File: src/rtl/hpp_defs.vh
`ifndef HPP_DEFS_VH
`define HPP_DEFS_VH

// register byte offsets
`define HPP_OFF_CTRL      12'h000
`define HPP_OFF_PORT_EN   12'h004
`define HPP_OFF_OC_FLAG   12'h008
`define HPP_OFF_FLT_STAT  12'h00C
`define HPP_OFF_PWR_STAT  12'h010
`define HPP_OFF_LINK_STAT 12'h014
`define HPP_OFF_OV_THRESH 12'h018
`define HPP_OFF_HB_DIV    12'h01C
`define HPP_OFF_LIMIT0    12'h040

// control register fields
`define HPP_CTRL_AUTO     0
`define HPP_CTRL_UPSEL    1
`define HPP_CTRL_ENUM     2
`define HPP_CTRL_WDOG     3

// reset values
`define HPP_RST_CTRL      32'h0000_0001
`define HPP_RST_PORT_EN   8'hFF
`define HPP_RST_LIMIT     12'hFFF
`define HPP_RST_OV_THRESH 13'h0A8C
`define HPP_RST_HB_DIV    24'h4C_4B40

// timing
`define HPP_CLK_MHZ       100
`define HPP_SAMPLE_US     140
`define HPP_RECOVER_MS    70
`define HPP_FAULT_SAMPLES 3

`endif

File: src/rtl/hpp_port_guard.v
`timescale 1ns/10ps
// one downstream port: overcurrent trip plus overvoltage/reverse protection
module hpp_port_guard #(
    parameter RECOVER_CYCLES = 7000000,
    parameter FAULT_SAMPLES = 3
) (
    // clock and reset
    input wire i_clk,
    input wire i_rst,
    // conversion result
    input wire i_sample_valid,
    input wire [11:0] i_current,
    input wire i_current_neg,
    input wire [12:0] i_voltage,
    // settings
    input wire [11:0] i_limit,
    input wire [12:0] i_ov_thresh,
    input wire i_sw_enable,
    input wire i_oc_clear,
    // status
    output reg o_oc_flag,
    output reg o_fault,
    output reg o_power_en
);
    reg [1:0] bad_cnt_reg;
    reg [22:0] recover_reg;
    wire bad;
    wire oc_hit;

    assign bad = (i_voltage > i_ov_thresh) || i_current_neg;
    assign oc_hit = i_sample_valid && !i_current_neg && (i_current > i_limit);

    always @(posedge i_clk or posedge i_rst) begin
        if (i_rst) begin
            o_oc_flag <= 1'b0;
            o_fault <= 1'b0;
            bad_cnt_reg <= 2'd0;
            recover_reg <= 23'd0;
            o_power_en <= 1'b0;
        end else begin
            // a single raw sample over the limit trips; set beats clear
            if (oc_hit)
                o_oc_flag <= 1'b1;
            else if (i_oc_clear)
                o_oc_flag <= 1'b0;
            if (i_sample_valid) begin
                if (!bad)
                    bad_cnt_reg <= 2'd0;
                else if (bad_cnt_reg < FAULT_SAMPLES[1:0])
                    bad_cnt_reg <= bad_cnt_reg + 2'd1;
            end
            if (i_sample_valid && bad &&
                    bad_cnt_reg >= FAULT_SAMPLES[1:0] - 2'd1) begin
                o_fault <= 1'b1;
                recover_reg <= RECOVER_CYCLES[22:0];
            end else if (o_fault && i_sample_valid && !bad) begin
                if (recover_reg == 23'd0)
                    o_fault <= 1'b0;
            end
            if (o_fault && bad_cnt_reg == 2'd0 && recover_reg != 23'd0)
                recover_reg <= recover_reg - 23'd1;
            // flag is raised first, power drops one cycle later
            o_power_en <= i_sw_enable && !o_oc_flag && !o_fault;
        end
    end
endmodule

File: src/rtl/hpp_led_blink.v
`timescale 1ns/10ps
// free-running square wave of programmable half period
module hpp_led_blink (
    // clock and reset
    input wire i_clk,
    input wire i_rst,
    // control
    input wire i_run,
    input wire [23:0] i_half,
    // output
    output reg o_blink
);
    reg [23:0] cnt_reg;

    always @(posedge i_clk or posedge i_rst) begin
        if (i_rst) begin
            cnt_reg <= 24'd0;
            o_blink <= 1'b0;
        end else if (!i_run) begin
            cnt_reg <= 24'd0;
            o_blink <= 1'b0;
        end else if (cnt_reg >= i_half) begin
            cnt_reg <= 24'd0;
            o_blink <= ~o_blink;
        end else begin
            cnt_reg <= cnt_reg + 24'd1;
        end
    end
endmodule

File: src/rtl/hpp_top.v
`timescale 1ns/10ps
`include "hpp_defs.vh"
module hpp_top #(
    parameter NPORTS = 8,
    parameter RECOVER_CYCLES = `HPP_RECOVER_MS * 1000 * `HPP_CLK_MHZ
) (
    // clock and reset
    input wire i_clk,
    input wire i_rst,
    // apb slave
    input wire i_psel,
    input wire i_penable,
    input wire i_pwrite,
    input wire [11:0] i_paddr,
    input wire [31:0] i_pwdata,
    output reg [31:0] o_prdata,
    output reg o_pready,
    output reg o_pslverr,
    // measurement front end, one port at a time
    input wire i_adc_done,
    input wire [2:0] i_adc_port,
    input wire [11:0] i_adc_current,
    input wire i_adc_neg,
    input wire [12:0] i_adc_voltage,
    // connection pins
    input wire i_ctrl_attached,
    input wire i_up0_connected,
    input wire i_up1_connected,
    input wire i_up_superspeed,
    input wire [7:0] i_dn_enumerated,
    input wire [7:0] i_dn_superspeed,
    // routing outputs
    output reg o_up_select,
    output reg o_up0_route_en,
    output reg o_up1_route_en,
    output reg o_mgmt_via_ctrl,
    output reg o_mgmt_via_up,
    output reg o_ctrl_data_en,
    // port power
    output reg [7:0] o_port_power,
    output reg o_extra_port_power,
    // indicators
    output reg o_led_link,
    output reg o_led_heartbeat,
    output reg o_led_health,
    output reg o_led_power,
    output reg o_led_up_ss,
    output reg o_led_up_hs,
    output reg [7:0] o_led_dn_ss,
    output reg [7:0] o_led_dn_hs,
    output reg [7:0] o_led_dn_pwr
);
    localparam SAMPLE_CYCLES = `HPP_SAMPLE_US * `HPP_CLK_MHZ;

    // synchronised pin inputs
    reg [12:0] pin_s1_reg;
    reg [12:0] pin_s2_reg;
    reg [15:0] dn_s1_reg;
    reg [15:0] dn_s2_reg;
    wire ctrl_att = pin_s2_reg[0];
    wire up0_con = pin_s2_reg[1];
    wire up1_con = pin_s2_reg[2];
    wire up_ss = pin_s2_reg[3];

    reg [31:0] ctrl_reg;
    reg [7:0] port_en_reg;
    reg [12:0] ov_thresh_reg;
    reg [23:0] hb_div_reg;
    reg [11:0] limit_mem [0:NPORTS-1];
    reg [7:0] oc_clr_reg;
    reg [15:0] conv_cnt_reg;
    reg [7:0] samp_valid;
    integer k;

    wire [7:0] oc_flag;
    wire [7:0] fault;
    wire [7:0] pwr_en;
    wire hb_wave;
    wire wd_wave;

    function [7:0] onehot;
        input [2:0] idx;
        begin
            onehot = 8'h01 << idx;
        end
    endfunction

    wire apb_wr = i_psel && i_penable && i_pwrite && o_pready;
    wire apb_rd = i_psel && i_penable && !i_pwrite && o_pready;
    wire limit_hit = (i_paddr >= `HPP_OFF_LIMIT0) &&
        (i_paddr < `HPP_OFF_LIMIT0 + 12'h020);
    wire [2:0] limit_idx = i_paddr[4:2];

    // conversions arrive once per sample period; the counter measures
    // cycles since the last one, but nothing reads it, so early ones are not flagged
    always @(posedge i_clk or posedge i_rst) begin
        if (i_rst)
            conv_cnt_reg <= 16'd0;
        else if (i_adc_done)
            conv_cnt_reg <= 16'd0;
        else if (conv_cnt_reg < SAMPLE_CYCLES[15:0])
            conv_cnt_reg <= conv_cnt_reg + 16'd1;
    end

    always @* begin
        samp_valid = 8'h00;
        if (i_adc_done)
            samp_valid = onehot(i_adc_port);
    end

    // pin synchronisers
    always @(posedge i_clk or posedge i_rst) begin
        if (i_rst) begin
            pin_s1_reg <= 13'h0000;
            pin_s2_reg <= 13'h0000;
            dn_s1_reg <= 16'h0000;
            dn_s2_reg <= 16'h0000;
        end else begin
            pin_s1_reg <= {9'h000, i_up_superspeed, i_up1_connected,
                i_up0_connected, i_ctrl_attached};
            pin_s2_reg <= pin_s1_reg;
            dn_s1_reg <= {i_dn_superspeed, i_dn_enumerated};
            dn_s2_reg <= dn_s1_reg;
        end
    end

    // apb register file; slave with one wait state
    always @(posedge i_clk or posedge i_rst) begin
        if (i_rst) begin
            ctrl_reg <= `HPP_RST_CTRL;
            port_en_reg <= `HPP_RST_PORT_EN;
            ov_thresh_reg <= `HPP_RST_OV_THRESH;
            hb_div_reg <= `HPP_RST_HB_DIV;
            oc_clr_reg <= 8'h00;
            o_prdata <= 32'h0000_0000;
            o_pready <= 1'b0;
            o_pslverr <= 1'b0;
            for (k = 0; k < NPORTS; k = k + 1)
                limit_mem[k] <= `HPP_RST_LIMIT;
        end else begin
            o_pready <= i_psel && i_penable && !o_pready;
            o_pslverr <= 1'b0;
            oc_clr_reg <= 8'h00;
            if (i_psel && i_penable && !o_pready) begin
                o_pslverr <= !(limit_hit ||
                    i_paddr <= `HPP_OFF_HB_DIV) || i_paddr[1:0] != 2'b00;
                o_prdata <= 32'h0000_0000;
                if (!i_pwrite) begin
                    if (limit_hit)
                        o_prdata <= {20'h0_0000, limit_mem[limit_idx]};
                    else case (i_paddr)
                        `HPP_OFF_CTRL: o_prdata <= ctrl_reg & 32'h0000_000F;
                        `HPP_OFF_PORT_EN: o_prdata <= {24'h00_0000, port_en_reg};
                        `HPP_OFF_OC_FLAG: o_prdata <= {24'h00_0000, oc_flag};
                        `HPP_OFF_FLT_STAT: o_prdata <= {24'h00_0000, fault};
                        `HPP_OFF_PWR_STAT: o_prdata <= {24'h00_0000, pwr_en};
                        `HPP_OFF_LINK_STAT:
                            o_prdata <= {27'h000_0000, o_up_select, up_ss,
                                up1_con, up0_con, ctrl_att};
                        `HPP_OFF_OV_THRESH:
                            o_prdata <= {19'h0_0000, ov_thresh_reg};
                        `HPP_OFF_HB_DIV: o_prdata <= {8'h00, hb_div_reg};
                        default: o_prdata <= 32'h0000_0000;
                    endcase
                end
            end
            if (apb_wr) begin
                if (limit_hit)
                    limit_mem[limit_idx] <= i_pwdata[11:0];
                else case (i_paddr)
                    `HPP_OFF_CTRL: ctrl_reg <= i_pwdata & 32'h0000_000F;
                    `HPP_OFF_PORT_EN: begin
                        port_en_reg <= i_pwdata[7:0];
                        // re-enabling a port also releases its trip
                        oc_clr_reg <= i_pwdata[7:0] & ~port_en_reg;
                    end
                    `HPP_OFF_OC_FLAG: oc_clr_reg <= i_pwdata[7:0];
                    `HPP_OFF_OV_THRESH: ov_thresh_reg <= i_pwdata[12:0];
                    `HPP_OFF_HB_DIV: hb_div_reg <= i_pwdata[23:0];
                    default: ;
                endcase
            end
        end
    end

    genvar g;
    generate
        for (g = 0; g < NPORTS; g = g + 1) begin : port
            hpp_port_guard #(
                .RECOVER_CYCLES(RECOVER_CYCLES),
                .FAULT_SAMPLES(`HPP_FAULT_SAMPLES)
            ) u_guard (
                .i_clk(i_clk),
                .i_rst(i_rst),
                .i_sample_valid(samp_valid[g]),
                .i_current(i_adc_current),
                .i_current_neg(i_adc_neg),
                .i_voltage(i_adc_voltage),
                .i_limit(limit_mem[g]),
                .i_ov_thresh(ov_thresh_reg),
                .i_sw_enable(port_en_reg[g]),
                .i_oc_clear(oc_clr_reg[g]),
                .o_oc_flag(oc_flag[g]),
                .o_fault(fault[g]),
                .o_power_en(pwr_en[g])
            );
        end
    endgenerate

    hpp_led_blink u_hb (
        .i_clk(i_clk),
        .i_rst(i_rst),
        .i_run(ctrl_reg[`HPP_CTRL_ENUM]),
        .i_half(hb_div_reg),
        .o_blink(hb_wave)
    );

    hpp_led_blink u_wd (
        .i_clk(i_clk),
        .i_rst(i_rst),
        .i_run(ctrl_reg[`HPP_CTRL_WDOG]),
        // health flash shares the programmed heartbeat half period
        .i_half(hb_div_reg),
        .o_blink(wd_wave)
    );

    // routing and indicators
    always @(posedge i_clk or posedge i_rst) begin
        if (i_rst) begin
            o_up_select <= 1'b0;
            o_up0_route_en <= 1'b0;
            o_up1_route_en <= 1'b0;
            o_mgmt_via_ctrl <= 1'b0;
            o_mgmt_via_up <= 1'b0;
            o_ctrl_data_en <= 1'b0;
            o_port_power <= 8'h00;
            o_extra_port_power <= 1'b0;
            o_led_link <= 1'b0;
            o_led_heartbeat <= 1'b0;
            o_led_health <= 1'b0;
            o_led_power <= 1'b0;
            o_led_up_ss <= 1'b0;
            o_led_up_hs <= 1'b0;
            o_led_dn_ss <= 8'h00;
            o_led_dn_hs <= 8'h00;
            o_led_dn_pwr <= 8'h00;
        end else begin
            if (ctrl_reg[`HPP_CTRL_AUTO])
                o_up_select <= !up0_con;
            else
                o_up_select <= ctrl_reg[`HPP_CTRL_UPSEL];
            o_up0_route_en <= !o_up_select;
            o_up1_route_en <= o_up_select;
            o_mgmt_via_ctrl <= ctrl_att;
            o_mgmt_via_up <= !ctrl_att;
            o_ctrl_data_en <= 1'b0;
            // analog limiter holds behaviour until switch opens
            o_port_power <= pwr_en;
            o_extra_port_power <= 1'b1;
            o_led_link <= ctrl_reg[`HPP_CTRL_ENUM];
            o_led_heartbeat <= hb_wave;
            o_led_health <= wd_wave;
            o_led_power <= 1'b1;
            o_led_up_ss <= up_ss;
            o_led_up_hs <= !up_ss;
            o_led_dn_ss <= dn_s2_reg[7:0] & dn_s2_reg[15:8];
            o_led_dn_hs <= dn_s2_reg[7:0] & ~dn_s2_reg[15:8];
            o_led_dn_pwr <= pwr_en;
        end
    end
endmodule

File: config.mk
export PLATFORM = sky130hd
export DESIGN_NAME = hpp_top
export DESIGN_NICKNAME = d
export VERILOG_FILES = /design/src/rtl/hpp_port_guard.v /design/src/rtl/hpp_led_blink.v /design/src/rtl/hpp_top.v
export VERILOG_INCLUDE_DIRS = /design/src /design/src/rtl
export SDC_FILE = /design/constraint.sdc
export NUM_CORES = 1
export LEC_CHECK = 0
export BUFFER_PORTS_ARGS = -buffer_cell sky130_fd_sc_hd__buf_2
export CORE_MARGIN = 5
export CORE_UTILIZATION = 34
export CTS_CLUSTER_SIZE = 16
export DETAILED_ROUTE_END_ITERATION = 10
export GPL_TIMING_DRIVEN = 1
export MAX_ROUTING_LAYER = met4
export SYNTH_ARGS = -nofsm -noshare
export SYNTH_HDL_FRONTEND = slang
export SYNTH_SLANG_ARGS = --single-unit
File: constraint.sdc
create_clock -name i_clk -period 41.3 [get_ports i_clk]
set_input_delay 2.065 -clock i_clk [delete_from_list [all_inputs] [get_ports i_clk]]
set_output_delay 2.065 -clock i_clk [all_outputs]
set_load 0.01 [all_outputs]
# [Word-level counts from Yosys, hierarchy flattened]
# Cells that the tools add are included.
[word_totals] wordCells=442 latchBits=0 register_bits=536 memories=0 mem_bits_ro=0 out_inout_bits=79 mem_bits_rw=0
[classes] bitwise=9 div_mod_pow=0 shifts=1 n_addsub=18 mux=95 magnitude_cmp=32 reduce_logical=192 multipliers=0 n_eq_ne=17
[op_table] op="$mux W23" n=16
[op_table] op="$pmux W24 S8" n=1
[op_table] op="$logic_not A23 Y1" n=8
[op_table] op="$reduce_bool A23 Y1" n=8
[op_table] op="$sub A23 B1 Y23 const B" n=8
[op_table] op="$mux W24" n=6
[op_table] op="$bwmux W96" n=1
[op_table] op="$gt A12 B12 Y1" n=8
[op_table] op="$logic_and A1 B1 Y1" n=86
[op_table] op="$reduce_bool A2 Y1" n=33
[op_table] op="$add A24 B1 Y24 const B" n=2
[op_table] op="$eq A12 B5 Y1 const B" n=4
[op_table] op="$ge A24 B24 Y1" n=2
[op_table] op="$mux W1" n=46
[op_table] op="$bmux W12 S3" n=1
[op_table] op="$demux W12 S3" n=1
[op_table] op="$mux W12" n=3
[op_table] op="$reduce_and A2 Y1" n=17
[op_table] op="$mux W2" n=16
[op_table] op="$and A8 B8 Y8" n=3
[op_table] op="$eq A12 B4 Y1 const B" n=2
[op_table] op="$logic_not A1 Y1" n=24
[op_table] op="$mux W8" n=3
[op_table] op="$ne A2 B1 Y1 const B" n=9
[op_table] op="other kinds (20)" n=56

# [Longest topological paths before layout]
[depth] word_depth=6 mapped_depth=10 ltp_nobuf=8

# [Modules after synthesis]
# Synthesis repeated with hierarchy kept, for this count alone.
[hier_totals] hier_cells=3215 hier_area_um2=32172.1
[modules_own_cells] module="hpp_port_guard" cells_per_inst=265 n_inst=8 area_per_inst_um2=2250.9 seq_area_each_um2=700.7
[modules_own_cells] module="hpp_top" cells_per_inst=691 n_inst=1 area_per_inst_um2=10571.4 seq_area_each_um2=6503.7
[modules_own_cells] module="hpp_led_blink" cells_per_inst=202 n_inst=2 area_per_inst_um2=1796.7 seq_area_each_um2=625.6

# [Worst setup path before layout]
# OpenSTA, ideal clock, no wires.
[synth_path] kind="input to register" from="input i_adc_voltage[8]" to="register port[4].u_guard.recover_reg[17]" t_required_ns=41.175 path_slack_ns=37.050 n_path_buf=1 path_stages=8 arrival_time_ns=4.125 setup_time_ns=0.125 cell_sequence="ha_1 > a21oi_1 > o21a_1 > o221ai_1 > clkbuf_1 > o311ai_1 > o21ai_0 > mux2_2"
[synth_via] elab_chain_len=5
[synth_lines] item="start: declaration" line_no="hpp_top.v:24" source="input wire [12:0] i_adc_voltage,"
[synth_lines] item="$gt A13 B13 Y1" line_no="hpp_port_guard.v:30" source="assign bad = (i_voltage > i_ov_thresh) || i_current_neg;"
[synth_lines] item="$logic_or A1 B1 Y1" line_no="hpp_port_guard.v:30"
[synth_lines] item="$logic_and A1 B1 Y1 (2 in a row)" line_no="hpp_port_guard.v:52" source="if (i_sample_valid && bad &&"
[synth_lines] item="$reduce_bool A2 Y1 (no line)"
[synth_lines] item="end signal: assignment" line_no="hpp_port_guard.v:55" source="recover_reg <= RECOVER_CYCLES[22:0];"
[synth_lines] item="end signal: assignment" line_no="hpp_port_guard.v:61" source="recover_reg <= recover_reg - 23'd1;"
[synth_lines] item="end: declaration" line_no="hpp_port_guard.v:26" source="reg [22:0] recover_reg;"
# Every way passes these cells.
# A chain may end at the register's enable or synchronous reset.

# [Worst setup path in the final report]
[layout_path] from="input i_adc_voltage[12]" to="register port[7].u_guard.recover_reg[0]"
[layout_via] elab_chain_len=5
[layout_lines] item="$gt A13 B13 Y1" line_no="hpp_port_guard.v:30"
[layout_lines] item="$logic_or A1 B1 Y1" line_no="hpp_port_guard.v:30"
[layout_lines] item="$logic_and A1 B1 Y1 (2 in a row)" line_no="hpp_port_guard.v:52"
[layout_lines] item="$reduce_bool A2 Y1 (no line)"
[layout_lines] item="end signal: assignment" line_no="hpp_port_guard.v:55"
[layout_lines] item="end signal: assignment" line_no="hpp_port_guard.v:61"
[layout_lines] item="end: declaration" line_no="hpp_port_guard.v:26"
# Every way passes these cells.

==> out/qor.txt <==
Filler Cells Inserted = 8231
Yosys reg bits = 528
Post-synth top flop = dfrtp_1
Final Slew Violations = 0
Post-synth ARST share = 100%
Cts hold-fix bufs = 0
Post-synth top cells = 410 x dfrtp_1, 250 x nor2_1, 216 x nand2_1
Die footprint = 0.0915 mm^2
Max reg flops = 184
Starting DRT DRC Count = 1566
Initial antenna violation count = 11
Drt wl/cell = 18.2 um
WL final = 75900 um
Global placer's final weighted congestion = 0.914
Post-Synthesis Cells = 2831
TritonCTS clock tree = yes
Hold Startpoint = dn_s1_reg[6]
Row count = 107
Register Area = 0.0134 mm^2
Setup TNS Final = 0 ps
Slew margin rel. = 24.8%
Max_cap viols = 0
Worst-Skew Late Latency = 640 ps
Largest net degree at the start of global routing = 113
Final period util = 11.3%
Layout Skew = 38.9 ps
Mean Syn Cell Area = 10.3 um^2
Synthesized cell area = 0.0291 mm^2
Max clock buf depth = 3
# setup viols final = 0
HP Class = reg -> reg
Vias = 21900
H-tree depth = 2
Area contributors post-synth = dfrtp_1 35%, dfstp_2 11%, ha_1 8.6%
Area grow syn2layout = 14.2%
Leakage = 0.0139 uW
Fmax = 215 MHz
CTS Buf Count = 59
Crit path max fanout = 11
Final worst slack = 36640 ps
# IOs = 178
Multi-input logic area = 0.0146 mm^2
Post-synth EDFFs = 0
Syn. warnings = 0
Slew at the pin with the worst max-slew slack = 1120 ps
Core area = 0.0850 mm^2
RSZ-0062 raised after global routing = no
Count leader, synth = dfrtp_1
Synth top area share = 35.3%
Power density over cell area = 47.9 mW/mm^2
Worst R2R Start = ov_thresh_reg[11]
Setup Fix Bufs, Post-CTS = 0
Grt ovf = 0
Vias/cell = 5.23
Peak supply drop = 0.0337 mV
Hold Fails Final Rpt = 0
DRC violations left = 0
Pre-CTS setup slack = 36090 ps
Final Critical Period = 4660 ps
Vias in the first global route = 20900
Reg-to-reg endpoint = port[7].u_guard.recover_reg[0]
Clock transition at path regs = 60 ps
Biggest area consumer among synthesized cells = dfrtp_1
Worst R2R Setup Slack = 37580 ps
HPWL Detailed = 53500 um
Root buffer cell = clkbuf_16
Resize count post-CTS = 0
Endpoint class of the critical path = flop
First-pass GRT wire length = 120000 um
Fin nets = 3272
Layout cells sized above 1 = 21.2%
Count of cell types in the netlist = 91
R2R depth = 8
I/O Buffers = 160
Die Ht = 303 um
Initial core utilization = 34.2%
ANT nets after route = 0
WP data arrival = 5190 ps
Drt pass-1 iters = 5
Width of the die = 303 um
Worst Hold Depth = 0
Sequential area share after synthesis = 45.9%
Status = complete, no violations
Launching element type of the critical path = input pin
Total power = 1590 uW
CP Class = in -> reg
GRT Util Overall = 16.7%
Worst Hold Path EP = dn_s2_reg[6]
Number of clock sinks = 528
WP data required = 41840 ps
metrics by stage:
stage | instances | hold slack [ps] | cell area (um^2) | utilization, %
2_1_floorplan | 2839 | 331 | 29100 | -
3_3_place_gp | 4057 | 333 | 31100 | 36.5
3_5_place_dp | 4057 | 335 | 31100 | 36.5
4_1_cts | 4168 | 349 | 33200 | 39.0
5_1_grt | 4176 | 355 | 33200 | 39.1
6_report | 4179 | 348 | 33200 | 39.1
area by class of cell:
| type | instances | area share (%) |
|---|---|---|
| tap | 1144 | 4.31 |
| timing repair buffer | 189 | 3.07 |
| multi-input combinational | 2014 | 43.8 |
| inverter | 182 | 2.08 |
| clock inverter | 36 | 1.45 |
| antenna | 11 | 0.0829 |
| sequential | 528 | 40.2 |
| clock buffer | 75 | 4.96 |
power breakdown:
part           switching [uW]  internal, uW  total, uW
Combinational             221           135        356
Clock                     231           341        572
Sequential               79.2           583        662
logic make-up (layout without fill, tap and decap cells):
logic type | after synthesis | in the layout | share of synthesized area, %
AND/OR/NAND/NOR | 981 | 981 | 16.9
flip-flops | 528 | 528 | 45.9
AO/OA/AOI/OAI | 527 | 527 | 12.7
buffers and inverters | 297 | 482 | 4.27
multiplexers | 210 | 210 | 8.97
adder cells (fa/ha/maj) | 199 | 199 | 8.56
XOR/XNOR | 87 | 87 | 2.62
other | 2 | 21 | 0.0258
worst max path at each step:
stage | from | end | slack (ps) | cells past startpoint
floorplan | i_rst | ctrl_reg[1] | 24680 | 1
global placement | i_adc_voltage[12] | port[3].u_guard.recover_reg[10] | 36120 | 8
detailed placement | i_adc_voltage[12] | port[3].u_guard.recover_reg[10] | 36090 | 8
CTS | i_adc_voltage[12] | port[7].u_guard.recover_reg[0] | 36740 | 8
global route | i_adc_voltage[12] | port[7].u_guard.recover_reg[0] | 36460 | 8
finish | i_adc_voltage[12] | port[7].u_guard.recover_reg[0] | 36640 | 8
per-layer routing:
| metal | part of all wire (%) | vias to the layer above | track usage (%) |
|---|---|---|---|
| li1 | - | 10600 | - |
| met1 | 48 | 10700 | 23.8 |
| met2 | 43 | 455 | 24.6 |
| met3 | 5.1 | 127 | 2.50 |
| met4 | 3.1 | 0 | 5.42 |
| met5 | 0 | - | - |
cells in the final DEF, fill, tap and decap left out, types with 14 or more instances in the layout:
cell / count
a31oi_1: 30
o21a_1: 18
xnor2_1: 38
nor4_1: 36
a32o_1: 14
nor2b_1: 34
o21ai_0: 114
a21oi_1: 82
nor3_1: 96
nand3_1: 112
buf_2: 160
and2_1: 22
ha_1: 199
inv_1: 181
a21o_1: 24
o31ai_1: 72
nand4_1: 43
mux4_2: 25
or4_1: 20
dfrtp_1: 410
mux2i_1: 29
dfstp_2: 118
buf_4: 29
nand2b_1: 26
or3_1: 32
nor2_1: 249
nor3b_1: 14
and3_1: 23
mux2_2: 156
xor2_1: 49
a22o_1: 34
nand2_1: 216
clkbuf_16: 59
critical path, cell delays in order:
cell and delay (ps):
buf_2 100, ha_1 300, nand4_1 260, nor4_2 650
nand2_1 550, o311a_1 410, nor2_1 580, mux2_2 280
Power figures use the tool's default switching activity.
